## src/inc/ccdiv_defs.svh

```systemverilog
/*
  Offsets, field positions, reset values and cycle figures of the channel
  clock divider. Included by the design modules and by the property checker.
*/
`ifndef CCDIV_DEFS_SVH
`define CCDIV_DEFS_SVH

// Register indices; the byte address is four times the index
`define CCDIV_IDX_COUNTS 12'h190
`define CCDIV_IDX_CTRL 12'h191
`define CCDIV_IDX_ROUTE 12'h192
`define CCDIV_IDX_SRCSEL 12'h1e1
`define CCDIV_IDX_STATUS 12'h1f0

// Cycle-count register fields
`define CCDIV_LOW_MSB 7
`define CCDIV_LOW_LSB 4
`define CCDIV_HIGH_MSB 3
`define CCDIV_HIGH_LSB 0

// Control register fields
`define CCDIV_BYPASS_BIT 7
`define CCDIV_NOSYNC_BIT 6
`define CCDIV_FORCE_BIT 5
`define CCDIV_START_BIT 4
`define CCDIV_PHASE_MSB 3
`define CCDIV_PHASE_LSB 0

// Routing register fields
`define CCDIV_DIRECT_BIT 1
`define CCDIV_DCCOFF_BIT 0

// Source select codes
`define CCDIV_SEL_OSC 2'b10
`define CCDIV_SEL_CLKIN 2'b00

// Reset values
`define CCDIV_RST_COUNTS 8'h00
`define CCDIV_RST_CTRL 8'h80
`define CCDIV_RST_ROUTE 8'h00
`define CCDIV_RST_SRCSEL 2'b00

// Bus figures
`define CCDIV_HTRANS_NONSEQ 2'b10
`define CCDIV_READ_WAITS 1

`endif

```

## src/inc/ccdiv_pkg.sv

```systemverilog
/*
  Types shared by the divider top and its counting core.
  Stands alone; it does not include ccdiv_defs.svh.
*/
`default_nettype none
package ccdiv_pkg;

  typedef struct packed {
    logic [3:0] low_cycles;
    logic [3:0] high_cycles;
    logic start_high;
    logic [3:0] phase_offset;
  } ccdiv_cfg_t;

  typedef enum logic [1:0] {
    CCDIV_HOLD,
    CCDIV_OFFSET,
    CCDIV_RUN
  } ccdiv_state_t;

  typedef struct packed {
    logic [9:0] index;
    logic write;
    logic valid;
  } ccdiv_req_t;

endpackage
`default_nettype wire

```

## src/logic/ccdiv_core.sv

```systemverilog
/*
  Counting core of the channel clock divider: phase offset, then low and
  high phases counted in steps of the selected input clock.
  Assumes one step pulse per rising edge of that input, on hclk.
*/
`timescale 1ns/1ps
`default_nettype none
`include "ccdiv_defs.svh"

module ccdiv_core (
  // Clock and reset
  input wire logic hclk,
  input wire logic hresetn,
  // Control
  input wire logic step,
  input wire logic hold,
  input wire ccdiv_pkg::ccdiv_cfg_t cfg,
  // Result
  output logic div_out
);
  import ccdiv_pkg::*;

  ccdiv_state_t state_q, state_d;
  logic [3:0] cnt_q, cnt_d;
  logic out_q, out_d;
  logic [3:0] limit;

  assign div_out = out_q;

  always_comb begin
    state_d = state_q;
    cnt_d = cnt_q;
    out_d = out_q;
    limit = out_q ? cfg.high_cycles : cfg.low_cycles;
    case (state_q)
      CCDIV_HOLD: begin
        out_d = cfg.start_high;
        cnt_d = 4'h0;
        if (!hold) begin
          state_d = (cfg.phase_offset == 4'h0) ? CCDIV_RUN : CCDIV_OFFSET;
        end
      end
      CCDIV_OFFSET: begin
        if (step) begin
          if (cnt_q == cfg.phase_offset - 4'h1) begin
            state_d = CCDIV_RUN;
            cnt_d = 4'h0;
          end else begin
            cnt_d = cnt_q + 4'h1;
          end
        end
      end
      CCDIV_RUN: begin
        if (step) begin
          if (cnt_q >= limit) begin
            out_d = !out_q;
            cnt_d = 4'h0;
          end else begin
            cnt_d = cnt_q + 4'h1;
          end
        end
      end
      default: begin
        state_d = CCDIV_HOLD;
      end
    endcase
    if (hold) begin
      state_d = CCDIV_HOLD;
      out_d = cfg.start_high;
      cnt_d = 4'h0;
    end
  end

  always_ff @(posedge hclk or negedge hresetn) begin
    if (!hresetn) begin
      state_q <= CCDIV_HOLD;
      cnt_q <= 4'h0;
      out_q <= 1'b0;
    end else begin
      state_q <= state_d;
      cnt_q <= cnt_d;
      out_q <= out_d;
    end
  end

endmodule
`default_nettype wire

```

## src/logic/ccdiv_top.sv

```systemverilog
/*
  Channel clock divider with its AHB-Lite register slave, source
  synchronisers and output routing for the first output pair.
  Assumes osc_in, clk_in and chip_sync are pins, sampled on hclk, and
  that hclk runs well above the source frequencies.
  Register writes apply at once; the core reads them each hclk, the cycle counts only on a step.
*/
`timescale 1ns/1ps
`default_nettype none
`include "ccdiv_defs.svh"

module ccdiv_top (
  // Clock and reset
  input wire logic hclk,
  input wire logic hresetn,
  // AHB-Lite slave
  input wire logic hsel,
  input wire logic [31:0] haddr,
  input wire logic [1:0] htrans,
  input wire logic hwrite,
  input wire logic [2:0] hsize,
  input wire logic [31:0] hwdata,
  input wire logic hready,
  output logic [31:0] hrdata,
  output logic hreadyout,
  output logic hresp,
  // Clock sources and chip sync pins
  input wire logic osc_in,
  input wire logic clk_in,
  input wire logic chip_sync,
  // First output pair
  output logic pair_a_first_output,
  output logic pair_a_second_output
);
  import ccdiv_pkg::*;

  // Registers
  logic [7:0] counts_q, counts_d;
  logic [7:0] ctrl_q, ctrl_d;
  logic [7:0] route_q, route_d;
  logic [1:0] srcsel_q, srcsel_d;
  logic osc_route_q, osc_route_d;

  // Bus state
  ccdiv_req_t req_q, req_d;
  logic [31:0] hrdata_q, hrdata_d;
  logic hreadyout_q, hreadyout_d;
  logic rd_wait_q, rd_wait_d;
  logic hresp_q, hresp_d;

  // Synchronisers
  logic osc_s1_q, osc_s2_q;
  logic osc_s1_d, osc_s2_d;
  logic clk_s1_q, clk_s2_q;
  logic clk_s1_d, clk_s2_d;
  logic sync_s1_q, sync_s2_q;
  logic sync_s1_d, sync_s2_d;
  logic src_prev_q, src_prev_d;

  // Outputs
  logic first_q, first_d;
  logic second_q, second_d;

  // Derived
  logic src_level;
  logic step;
  logic bypass;
  logic nosync;
  logic force_high;
  logic forced;
  logic hold;
  logic div_level;
  logic out_level;
  logic take;
  logic rd_start;
  logic direct;
  logic [3:0] status;
  ccdiv_cfg_t cfg;

  function automatic logic [9:0] word_index(input logic [31:0] addr);
    word_index = addr[11:2];
  endfunction

  function automatic logic [31:0] read_mux(
    input logic [9:0] idx,
    input logic [7:0] counts,
    input logic [7:0] ctrl,
    input logic [7:0] route,
    input logic [1:0] srcsel,
    input logic [3:0] status
  );
    read_mux = 32'h0000_0000;
    case (idx)
      10'(`CCDIV_IDX_COUNTS): read_mux = {24'h00_0000, counts};
      10'(`CCDIV_IDX_CTRL): read_mux = {24'h00_0000, ctrl};
      10'(`CCDIV_IDX_ROUTE): read_mux = {24'h00_0000, route};
      10'(`CCDIV_IDX_SRCSEL): read_mux = {30'h0000_0000, srcsel};
      10'(`CCDIV_IDX_STATUS): read_mux = {28'h000_0000, status};
      default: read_mux = 32'h0000_0000;
    endcase
  endfunction

  assign hrdata = hrdata_q;
  assign hreadyout = hreadyout_q;
  assign hresp = hresp_q;
  assign pair_a_first_output = first_q;
  assign pair_a_second_output = second_q;

  // Field views
  assign bypass = ctrl_q[`CCDIV_BYPASS_BIT];
  assign nosync = ctrl_q[`CCDIV_NOSYNC_BIT];
  assign force_high = ctrl_q[`CCDIV_FORCE_BIT];
  assign direct = route_q[`CCDIV_DIRECT_BIT];
  assign cfg.low_cycles = counts_q[`CCDIV_LOW_MSB:`CCDIV_LOW_LSB];
  assign cfg.high_cycles = counts_q[`CCDIV_HIGH_MSB:`CCDIV_HIGH_LSB];
  assign cfg.start_high = ctrl_q[`CCDIV_START_BIT];
  assign cfg.phase_offset = ctrl_q[`CCDIV_PHASE_MSB:`CCDIV_PHASE_LSB];

  // Source selection and step detect on the second sync stage only
  assign src_level = osc_route_q ? osc_s2_q : clk_s2_q;
  assign step = src_level && !src_prev_q;
  // Switching sources may add one stray step; only that phase shortens

  // Force needs sync-ignore set and loses to bypass
  assign forced = nosync && force_high && !bypass;
  // Divider idles under bypass and under an obeyed sync
  assign hold = bypass || (sync_s2_q && !nosync) || forced;

  // Core only counts; bypass, force and routing stay out here
  ccdiv_core i_ccdiv_core (
    .hclk(hclk),
    .hresetn(hresetn),
    .step(step),
    .hold(hold),
    .cfg(cfg),
    .div_out(div_level)
  );

  always_comb begin
    if (bypass) begin
      out_level = src_level;
    end else if (forced) begin
      out_level = 1'b1;
    end else begin
      out_level = div_level;
    end
  end

  // Output routing; both outputs of the pair switch on the same edge
  always_comb begin
    if (direct) begin
      first_d = src_level;
    end else begin
      first_d = out_level;
    end
    second_d = first_d;
  end

  always_ff @(posedge hclk or negedge hresetn) begin
    if (!hresetn) begin
      first_q <= 1'b0;
      second_q <= 1'b0;
    end else begin
      first_q <= first_d;
      second_q <= second_d;
    end
  end

  // Pin synchronisers; nothing but the second stage reads the first
  always_comb begin
    osc_s1_d = osc_in;
    osc_s2_d = osc_s1_q;
    clk_s1_d = clk_in;
    clk_s2_d = clk_s1_q;
    sync_s1_d = chip_sync;
    sync_s2_d = sync_s1_q;
    src_prev_d = src_level;
  end

  always_ff @(posedge hclk or negedge hresetn) begin
    if (!hresetn) begin
      osc_s1_q <= 1'b0;
      osc_s2_q <= 1'b0;
      clk_s1_q <= 1'b0;
      clk_s2_q <= 1'b0;
      sync_s1_q <= 1'b0;
      sync_s2_q <= 1'b0;
      src_prev_q <= 1'b0;
    end else begin
      osc_s1_q <= osc_s1_d;
      osc_s2_q <= osc_s2_d;
      clk_s1_q <= clk_s1_d;
      clk_s2_q <= clk_s2_d;
      sync_s1_q <= sync_s1_d;
      sync_s2_q <= sync_s2_d;
      src_prev_q <= src_prev_d;
    end
  end

  // Source latch: only the two defined codes move it
  always_comb begin
    osc_route_d = osc_route_q;
    if (srcsel_q == `CCDIV_SEL_OSC) begin
      osc_route_d = 1'b1;
    end else if (srcsel_q == `CCDIV_SEL_CLKIN) begin
      osc_route_d = 1'b0;
    end
  end

  // Bus: writes take no wait, reads one wait state
  // hsize is not decoded; every register is one whole word
  assign take = hsel && hready && htrans[1];
  assign rd_start = take && !hwrite;
  // Status: synced sync, oscillator routed, first output, output level before routing
  assign status = {sync_s2_q, osc_route_q, first_q, out_level};

  always_comb begin
    req_d = req_q;
    rd_wait_d = 1'b0;
    hreadyout_d = 1'b1;
    // OKAY only: no access can fault
    hresp_d = 1'b0;
    hrdata_d = hrdata_q;
    counts_d = counts_q;
    ctrl_d = ctrl_q;
    route_d = route_q;
    srcsel_d = srcsel_q;
    // Writes land in the data phase, the only cycle hwdata is valid
    if (req_q.valid && req_q.write) begin
      case (req_q.index)
        10'(`CCDIV_IDX_COUNTS): counts_d = hwdata[7:0];
        10'(`CCDIV_IDX_CTRL): ctrl_d = hwdata[7:0];
        10'(`CCDIV_IDX_ROUTE): route_d = hwdata[7:0];
        10'(`CCDIV_IDX_SRCSEL): srcsel_d = hwdata[1:0];
        default: begin
        end
      endcase
    end
    // Read data on a flop costs one wait state
    if (rd_wait_q) begin
      hrdata_d = read_mux(req_q.index, counts_q, ctrl_q, route_q, srcsel_q, status);
    end
    // A stalled read frees its request once the data is loaded
    if (hready || rd_wait_q) begin
      req_d.valid = 1'b0;
    end
    if (take) begin
      req_d.index = word_index(haddr);
      req_d.write = hwrite;
      req_d.valid = 1'b1;
      if (rd_start) begin
        rd_wait_d = 1'b1;
        hreadyout_d = 1'b0;
      end
    end
  end

  always_ff @(posedge hclk or negedge hresetn) begin
    if (!hresetn) begin
      req_q <= '0;
      rd_wait_q <= 1'b0;
      hreadyout_q <= 1'b1;
      hresp_q <= 1'b0;
      hrdata_q <= 32'h0000_0000;
    end else begin
      req_q <= req_d;
      rd_wait_q <= rd_wait_d;
      hreadyout_q <= hreadyout_d;
      hresp_q <= hresp_d;
      hrdata_q <= hrdata_d;
    end
  end

  // Software registers
  always_ff @(posedge hclk or negedge hresetn) begin
    if (!hresetn) begin
      counts_q <= `CCDIV_RST_COUNTS;
      // Bypass from reset: the output follows the source before setup
      ctrl_q <= `CCDIV_RST_CTRL;
      route_q <= `CCDIV_RST_ROUTE;
      srcsel_q <= `CCDIV_RST_SRCSEL;
      osc_route_q <= 1'b0;
    end else begin
      counts_q <= counts_d;
      ctrl_q <= ctrl_d;
      route_q <= route_d;
      srcsel_q <= srcsel_d;
      osc_route_q <= osc_route_d;
    end
  end

endmodule
`default_nettype wire

```

## config.mk

```make
export PLATFORM = sky130hd
export DESIGN_NAME = ccdiv_top
export DESIGN_NICKNAME = d
export VERILOG_FILES = /design/src/inc/ccdiv_pkg.sv /design/src/logic/ccdiv_core.sv /design/src/logic/ccdiv_top.sv
export VERILOG_INCLUDE_DIRS = /design/src /design/src/inc
export SDC_FILE = /design/constraint.sdc
export NUM_CORES = 1
export LEC_CHECK = 0
export BUFFER_PORTS_ARGS = -buffer_cell sky130_fd_sc_hd__clkbuf_2
export CAP_MARGIN = 20
export CORE_ASPECT_RATIO = 0.8
export CORE_MARGIN = 4
export CORE_UTILIZATION = 54
export DETAILED_ROUTE_END_ITERATION = 7
export PLACE_DENSITY_LB_ADDON = 0.12
export SLEW_MARGIN = 0
export SYNTH_ARGS = -nofsm -noshare
export SYNTH_HDL_FRONTEND = slang
export SYNTH_SLANG_ARGS = --single-unit
```

## constraint.sdc

```tcl
create_clock -name hclk -period 5.3 [get_ports hclk]
set_clock_uncertainty 0.2 [all_clocks]
set_input_delay 0 -clock hclk [delete_from_list [all_inputs] [get_ports hclk]]
set_output_delay 0 -clock hclk [all_outputs]
set_load 0.05 [all_outputs]
```

Word-level counts from Yosys, hierarchy flattened
Index checks and enable logic that the tools add are counted.

Register bits: 88.

Add/subtract/negate cells: 2. Magnitude comparators: 1. Equality and inequality tests: 14. Mux-type cells: 29. Reduce and logical (&&, ||, !) cells: 30.

Operators with widths (number): 10-bit by 9-bit == test with 1-bit output (second input constant) (5); 8-bit case mux with 5 select lines (1); 4-bit two-way mux (6); 1-bit two-way mux (15); 3-bit by 2-bit inequality test with 1-bit output (second input constant) (4); 4-bit case mux with 3 select lines (1); 3-bit AND reduction (3); 1-bit logical AND (8); 2-bit two-way mux (4); 2-bit AND reduction (4); 2-bit case mux with 3 select lines (1); 1-bit zero test (5); 4-bit by 1-bit adder with 4-bit output (second input constant) (1); 2-bit == test (second input constant) (2); 4-bit == test (1); 4-bit greater-or-equal comparator (1); 2-bit zero test (2); 4-bit zero test (1); 2-bit nonzero test (2); 4-bit nonzero test (1); 4-bit by 1-bit subtractor with 4-bit output (second input constant) (1); 1-bit logical OR (3); 3-bit nonzero test (1); 2-bit by 1-bit == test with 1-bit output (second input constant) (1); other kinds (2) (2).

Longest topological paths before layout
Depth in word-level cells: 6. Gate-level depth with buffers: 8.

Cells and area by module
A second synthesis with hierarchy kept.

Cells, all modules: 285. Area, all modules: 3348.2 um^2.

By module, submodules not included: ccdiv_top (instances 1, cells each 208, area an instance 2647.5 um^2, sequential area each 1428.9 um^2); ccdiv_core (instances 1, cells each 77, area an instance 700.7 um^2, sequential area each 175.2 um^2).

Worst setup path after synthesis
Ideal clock, no wire load.

Path kind: register -> register. Start point: register i_ccdiv_core.out_q (netlist: i_ccdiv_core.div_out). End point: register i_ccdiv_core.out_q (netlist: i_ccdiv_core.div_out). Data arrival time: 2089 ps. Data required time: 5001 ps. Slack: 2912 ps. Stages on the path, launching flop included: 9. Buffers on the path: 1. Clock period less this slack: 2388 ps. Cell sequence: dfrtp_1 -> clkbuf_1 -> mux2_2 -> ha_1 -> nand2b_1 -> a211oi_1 -> nor2_1 -> o2111a_1 -> a311oi_1.

Word-level cells in the longest chain between the ends: 5. Elaborated cells between the ends (all ways): 9. Classes of those cells: order compare: 1; eq/ne: 1; mux: 5; reduce/logical: 2.

Ends and longest elaborated chain: from (decl) (line ccdiv_core.sv:25) `logic out_q, out_d;`; from (signal assigned) (line ccdiv_core.sv:82) `out_q <= out_d;`; parallel branches: the longest is 5 deep, another holds 4-bit greater-or-equal comparator.

Parallel ways; which one is timed is not known. The select of a mux whose other input is x is not followed. A chain may end at the register's enable or synchronous reset.

Final worst setup path
Start point: register i_ccdiv_core.out_q (netlist: i_ccdiv_core.div_out). End point: register i_ccdiv_core.cnt_q[1].

Word-level cells in the longest chain between the ends: 6.

Ends and longest elaborated chain: 4-bit two-way mux (line ccdiv_core.sv:34) `limit = out_q ? cfg.high_cycles : cfg.low_cycles;`; 4-bit greater-or-equal comparator (line ccdiv_core.sv:55) `if (cnt_q >= limit) begin`; 4-bit two-way mux (line ccdiv_core.sv:55); 4-bit two-way mux (line ccdiv_core.sv:54) `if (step) begin`; 4-bit case mux with 3 select lines (line ccdiv_core.sv:35) `case (state_q)`; 4-bit two-way mux (line ccdiv_core.sv:67) `if (hold) begin`; to (signal assigned) (line ccdiv_core.sv:81) `cnt_q <= cnt_d;`; to (decl) (line ccdiv_core.sv:24) `logic [3:0] cnt_q, cnt_d;`.

Every way passes these cells. The select of a mux whose other input is x is not followed.

==> key figures <==
Run status
  • Status: completed

Power and ir drop
  • Leakage: 1.82 nW
  • Pwr dens: between 300 and 400 nW/um^2
  • Worst VDD drop: 0.202 mV
  • Total Power: about 1.2 mW

Floorplanning
  • Initial Utilization: 55.6%
  • Placement row count: 25
  • Core area: 5910 um^2
  • Chip Height: slightly below 80 um
  • Die width: 95.2 um
  • # IOs: 113
  • Die area: roughly 7400 um^2

Logic synthesis
  • YS warnings: 0
  • Xor/xnor share of the synthesized area: 2.59%
  • Compound-cell area share of the yosys netlist: 8.45%
  • Synth Area in Simple Gates: under 10%
  • FFs w/ async S/R, synth: 100%
  • Sequential area share after synthesis: 48.8%
  • Post-synthesis mux area share: 17.9%
  • Synthesized area per cell: 11.7 um^2
  • EDFF count, synth: 0
  • Synth cell types: 45
  • Synthesized instance count: 281
  • Largest family of logic cells by synthesized area: multiplexers
  • Most common flop cell mapped by yosys: dfrtp_1
  • Synth Register Bits: 64
  • Synth Area in Adders: approximately 3.8%
  • Post-Syn Area: 3290 um^2

Clock network
  • Clk root buf: clkbuf_8
  • Num CTS Buffers: 9
  • CTS tree: built
  • H-tree levels: 3
  • Register clock-pin slew on the reported worst setup and hold paths: 70 ps
  • Clock latency on the worst-skew pair: 340 ps
  • Clk sinks: 64
  • Clock buffer depth: 2

Drt
  • Initial DRC Count: ~150
  • Vias per cell: 5.16
  • Via Count: 2,225
  • Final WL: 6.66 mm
  • Residual DRC: 0
  • Drt wl/cell: 15.5 um
  • Pre-antenna DRT Iters: 4
  • Final ANT Viol Nets: 0

Finish
  • Fraction of layout cells with a size suffix above 1: 31.4%
  • Area Overhead vs Synth: 18.4%
  • Final Util: 65.8%
  • Storage cell area: roughly 1600 um^2
  • Final nets: 434
  • ANT cells: 0
  • Area of the multi-input gates: between 1000 and 1500 um^2
  • Layout fillers: 458
  • Fin cells: between 400 and 500

GRT
  • First-pass GRT wire length: 11.0 mm
  • Grt total ovfl: 0
  • Total global-route track usage: 19.8%
  • Largest net degree at the start of global routing: 65
  • Vias in the first global route: 2,161
  • Initial antenna violation count: 0

Worst setup path
  • Max stage delay on crit path: 520 ps
  • Worst path top cell family by delay: compound AO/OA/AOI/OAI gates
  • CP Cell Sequence: mux2_2 -> ha_1 -> nand2b_1 -> a211oi_1 -> o211a_1 -> o2111ai_1 -> o21ai_0
  • Crit Path Max Fanout: 7
  • Setup CP Type: flip-flop to flip-flop
  • Worst Setup End Kind: flip-flop
  • Max stage delay cell, worst path: dfrtp_1
  • WP data required: 5350 ps
  • Buffers plus inverters on the worst setup path: 0
  • Worst reg2reg setup slack: about 2800 ps
  • CP startpoint kind: flip-flop
  • Critical Path AT: 2530 ps

STA
  • Final Hold Viols: 0
  • RSZ-0062 raised after global routing: no
  • # setup viols final: 0
  • Fin. max-slew vios: 0
  • Tightest Pin Transition: 791 ps
  • Fin crit share: between 40% and 50%
  • Rel. slew slack: a little under half
  • Peak Freq: 403 MHz
  • Setup TNS: 0 ps
  • Min Tclk post-route: 2480 ps

Placement
  • Final HPWL DP: 4.56 mm
  • Cells after DPL: 393
  • Gpl congestion: 0.846
  • PortBufs: 37

Job
  • Max-capacitance violation count: 0

Hold path
  • Hold WC Path Type: primary input to flip-flop
==> registers in the layout, summed over array words and instances, names as in the netlist, 2 cells and up <==
| register | flops |
|---|---|
| counts_q | 8 |
| ctrl_q | 8 |
| hrdata | 8 |
| i_ccdiv_core.cnt_q | 4 |
| i_ccdiv_core.state_q | 2 |
| req_q | 12 |
| route_q | 8 |
| srcsel_q | 2 |
==> cells by family after synthesis <==
logic type | count (synthesis)
AND/OR/NAND/NOR | 55
XOR/XNOR | 8
adder cells (fa/ha/maj) | 10
AO/OA/AOI/OAI | 42
flip-flops | 64
multiplexers | 53
other | 1
buffers and inverters | 48
==> worst register-to-register path: cells and delay by family, from the launching register on <==
| kind | cells | cell delay (ps) |
|---|---|---|
| mux | 1 | 380 |
| compound gates | 4 | 910 |
| flops | 1 | 520 |
| fa+ha+maj | 1 | 260 |
| simple gates | 1 | 140 |
==> path summary, 6_finish.rpt <==
path / from / endpoint / cells after the start
setup / recovery: i_ccdiv_core.div_out / i_ccdiv_core.cnt_q[1] / 7
hold / removal: htrans[1] / req_q[0] / 3
setup reg to reg: i_ccdiv_core.div_out / i_ccdiv_core.cnt_q[1] / 7
hold reg to reg: sync_s1_q / sync_s2_q / 0
max in group asynchronous: hresetn / route_q[3] / 3
min in group asynchronous: hresetn / ctrl_q[4] / 3
==> where the power goes <==
| group | total (mW) | switching (mW) | internal [mW] |
|---|---|---|---|
| Clock | 0.415 | 0.178 | 0.237 |
| Sequential | 0.561 | 0.0396 | 0.522 |
| Combinational | 0.202 | 0.121 | 0.0808 |
| Total | 1.18 | 0.339 | 0.839 |
==> what timing repair did <==
action                                 4_1_cts  5_1_grt
setup buffers                                0        0
hold buffers                                24        0
resized for setup                            0        0
endpoints found under the hold margin      105        0
==> cell usage in the layout, fill, tap and decap left out, types with 2 or more instances in the layout <==
cell type	synthesis	layout
a21oi_1	8	8
xnor2_1	5	5
o21ai_0	8	8
mux2i_1	7	7
o22ai_1	5	5
nor3_1	4	4
mux2_2	46	46
nand3_1	3	3
nand2b_1	3	3
clkbuf_8	0	11
xor2_1	2	2
conb_1	1	25
nor4_2	2	2
inv_1	15	15
nor3b_1	2	2
dlygate4sd3_1	0	24
dfrtp_1	62	62
dfstp_2	2	2
nor2b_1	2	2
nand2_1	13	13
nor2_1	17	17
clkbuf_2	0	37
a211oi_1	2	2
buf_4	27	3
a22oi_1	7	7
ha_1	10	10
a31oi_1	3	3
==> per-layer routing <==
layer | up-vias | wire, um | global-route usage (%)
met3 | 9 | 347 | 5.81
met4 | 0 | 92 | 6.05
li1 | 1075 | - | -
met1 | 1081 | 3260 | 28.9
met2 | 60 | 2960 | 28.4
met5 | - | 0 | 0
==> synth_stat cells (2+ instances only) <==
master | n | area share (%)
nor3_1 | 4 | 0.61
a21oi_1 | 8 | 1.2
nand2_1 | 13 | 1.5
nor3b_1 | 2 | 0.46
nor2b_1 | 2 | 0.38
a22oi_1 | 7 | 1.6
nor2_1 | 17 | 1.9
mux2_2 | 46 | 16
nor4_2 | 2 | 0.76
nand2b_1 | 3 | 0.57
a211oi_1 | 2 | 0.46
o22ai_1 | 5 | 0.95
xnor2_1 | 5 | 1.3
a31oi_1 | 3 | 0.57
inv_1 | 15 | 1.7
dfrtp_1 | 62 | 47
buf_2 | 3 | 0.46
o21ai_0 | 8 | 1.2
ha_1 | 10 | 3.8
xor2_1 | 2 | 0.53
nand3_1 | 3 | 0.46
clkbuf_1 | 3 | 0.34
buf_4 | 27 | 6.2
mux2i_1 | 7 | 2.1
dfstp_2 | 2 | 1.6
==> per-stage QoR <==
stage               area [um^2]  setup slack (ps)  hold WS, ps
finish                     3890              2820         99.6
global route               3890              2580          115
floorplan                  3380              2910         -496
global placement           3460              2820        -90.7
CTS                        3890              2800         72.5
detailed placement         3460              2830        -89.5
==> cell type report <==
class / count / area share (%)
inverters: 15 / 1.45
flip-flops and latches: 64 / 41.2
repair buffers: 64 / 11.5
multi-input cells: 193 / 38.2
clock buffers: 11 / 3.89
clock inverters: 3 / 1.09
well taps: 81 / 2.61
Note: power is estimated with default switching activity, not from simulation.
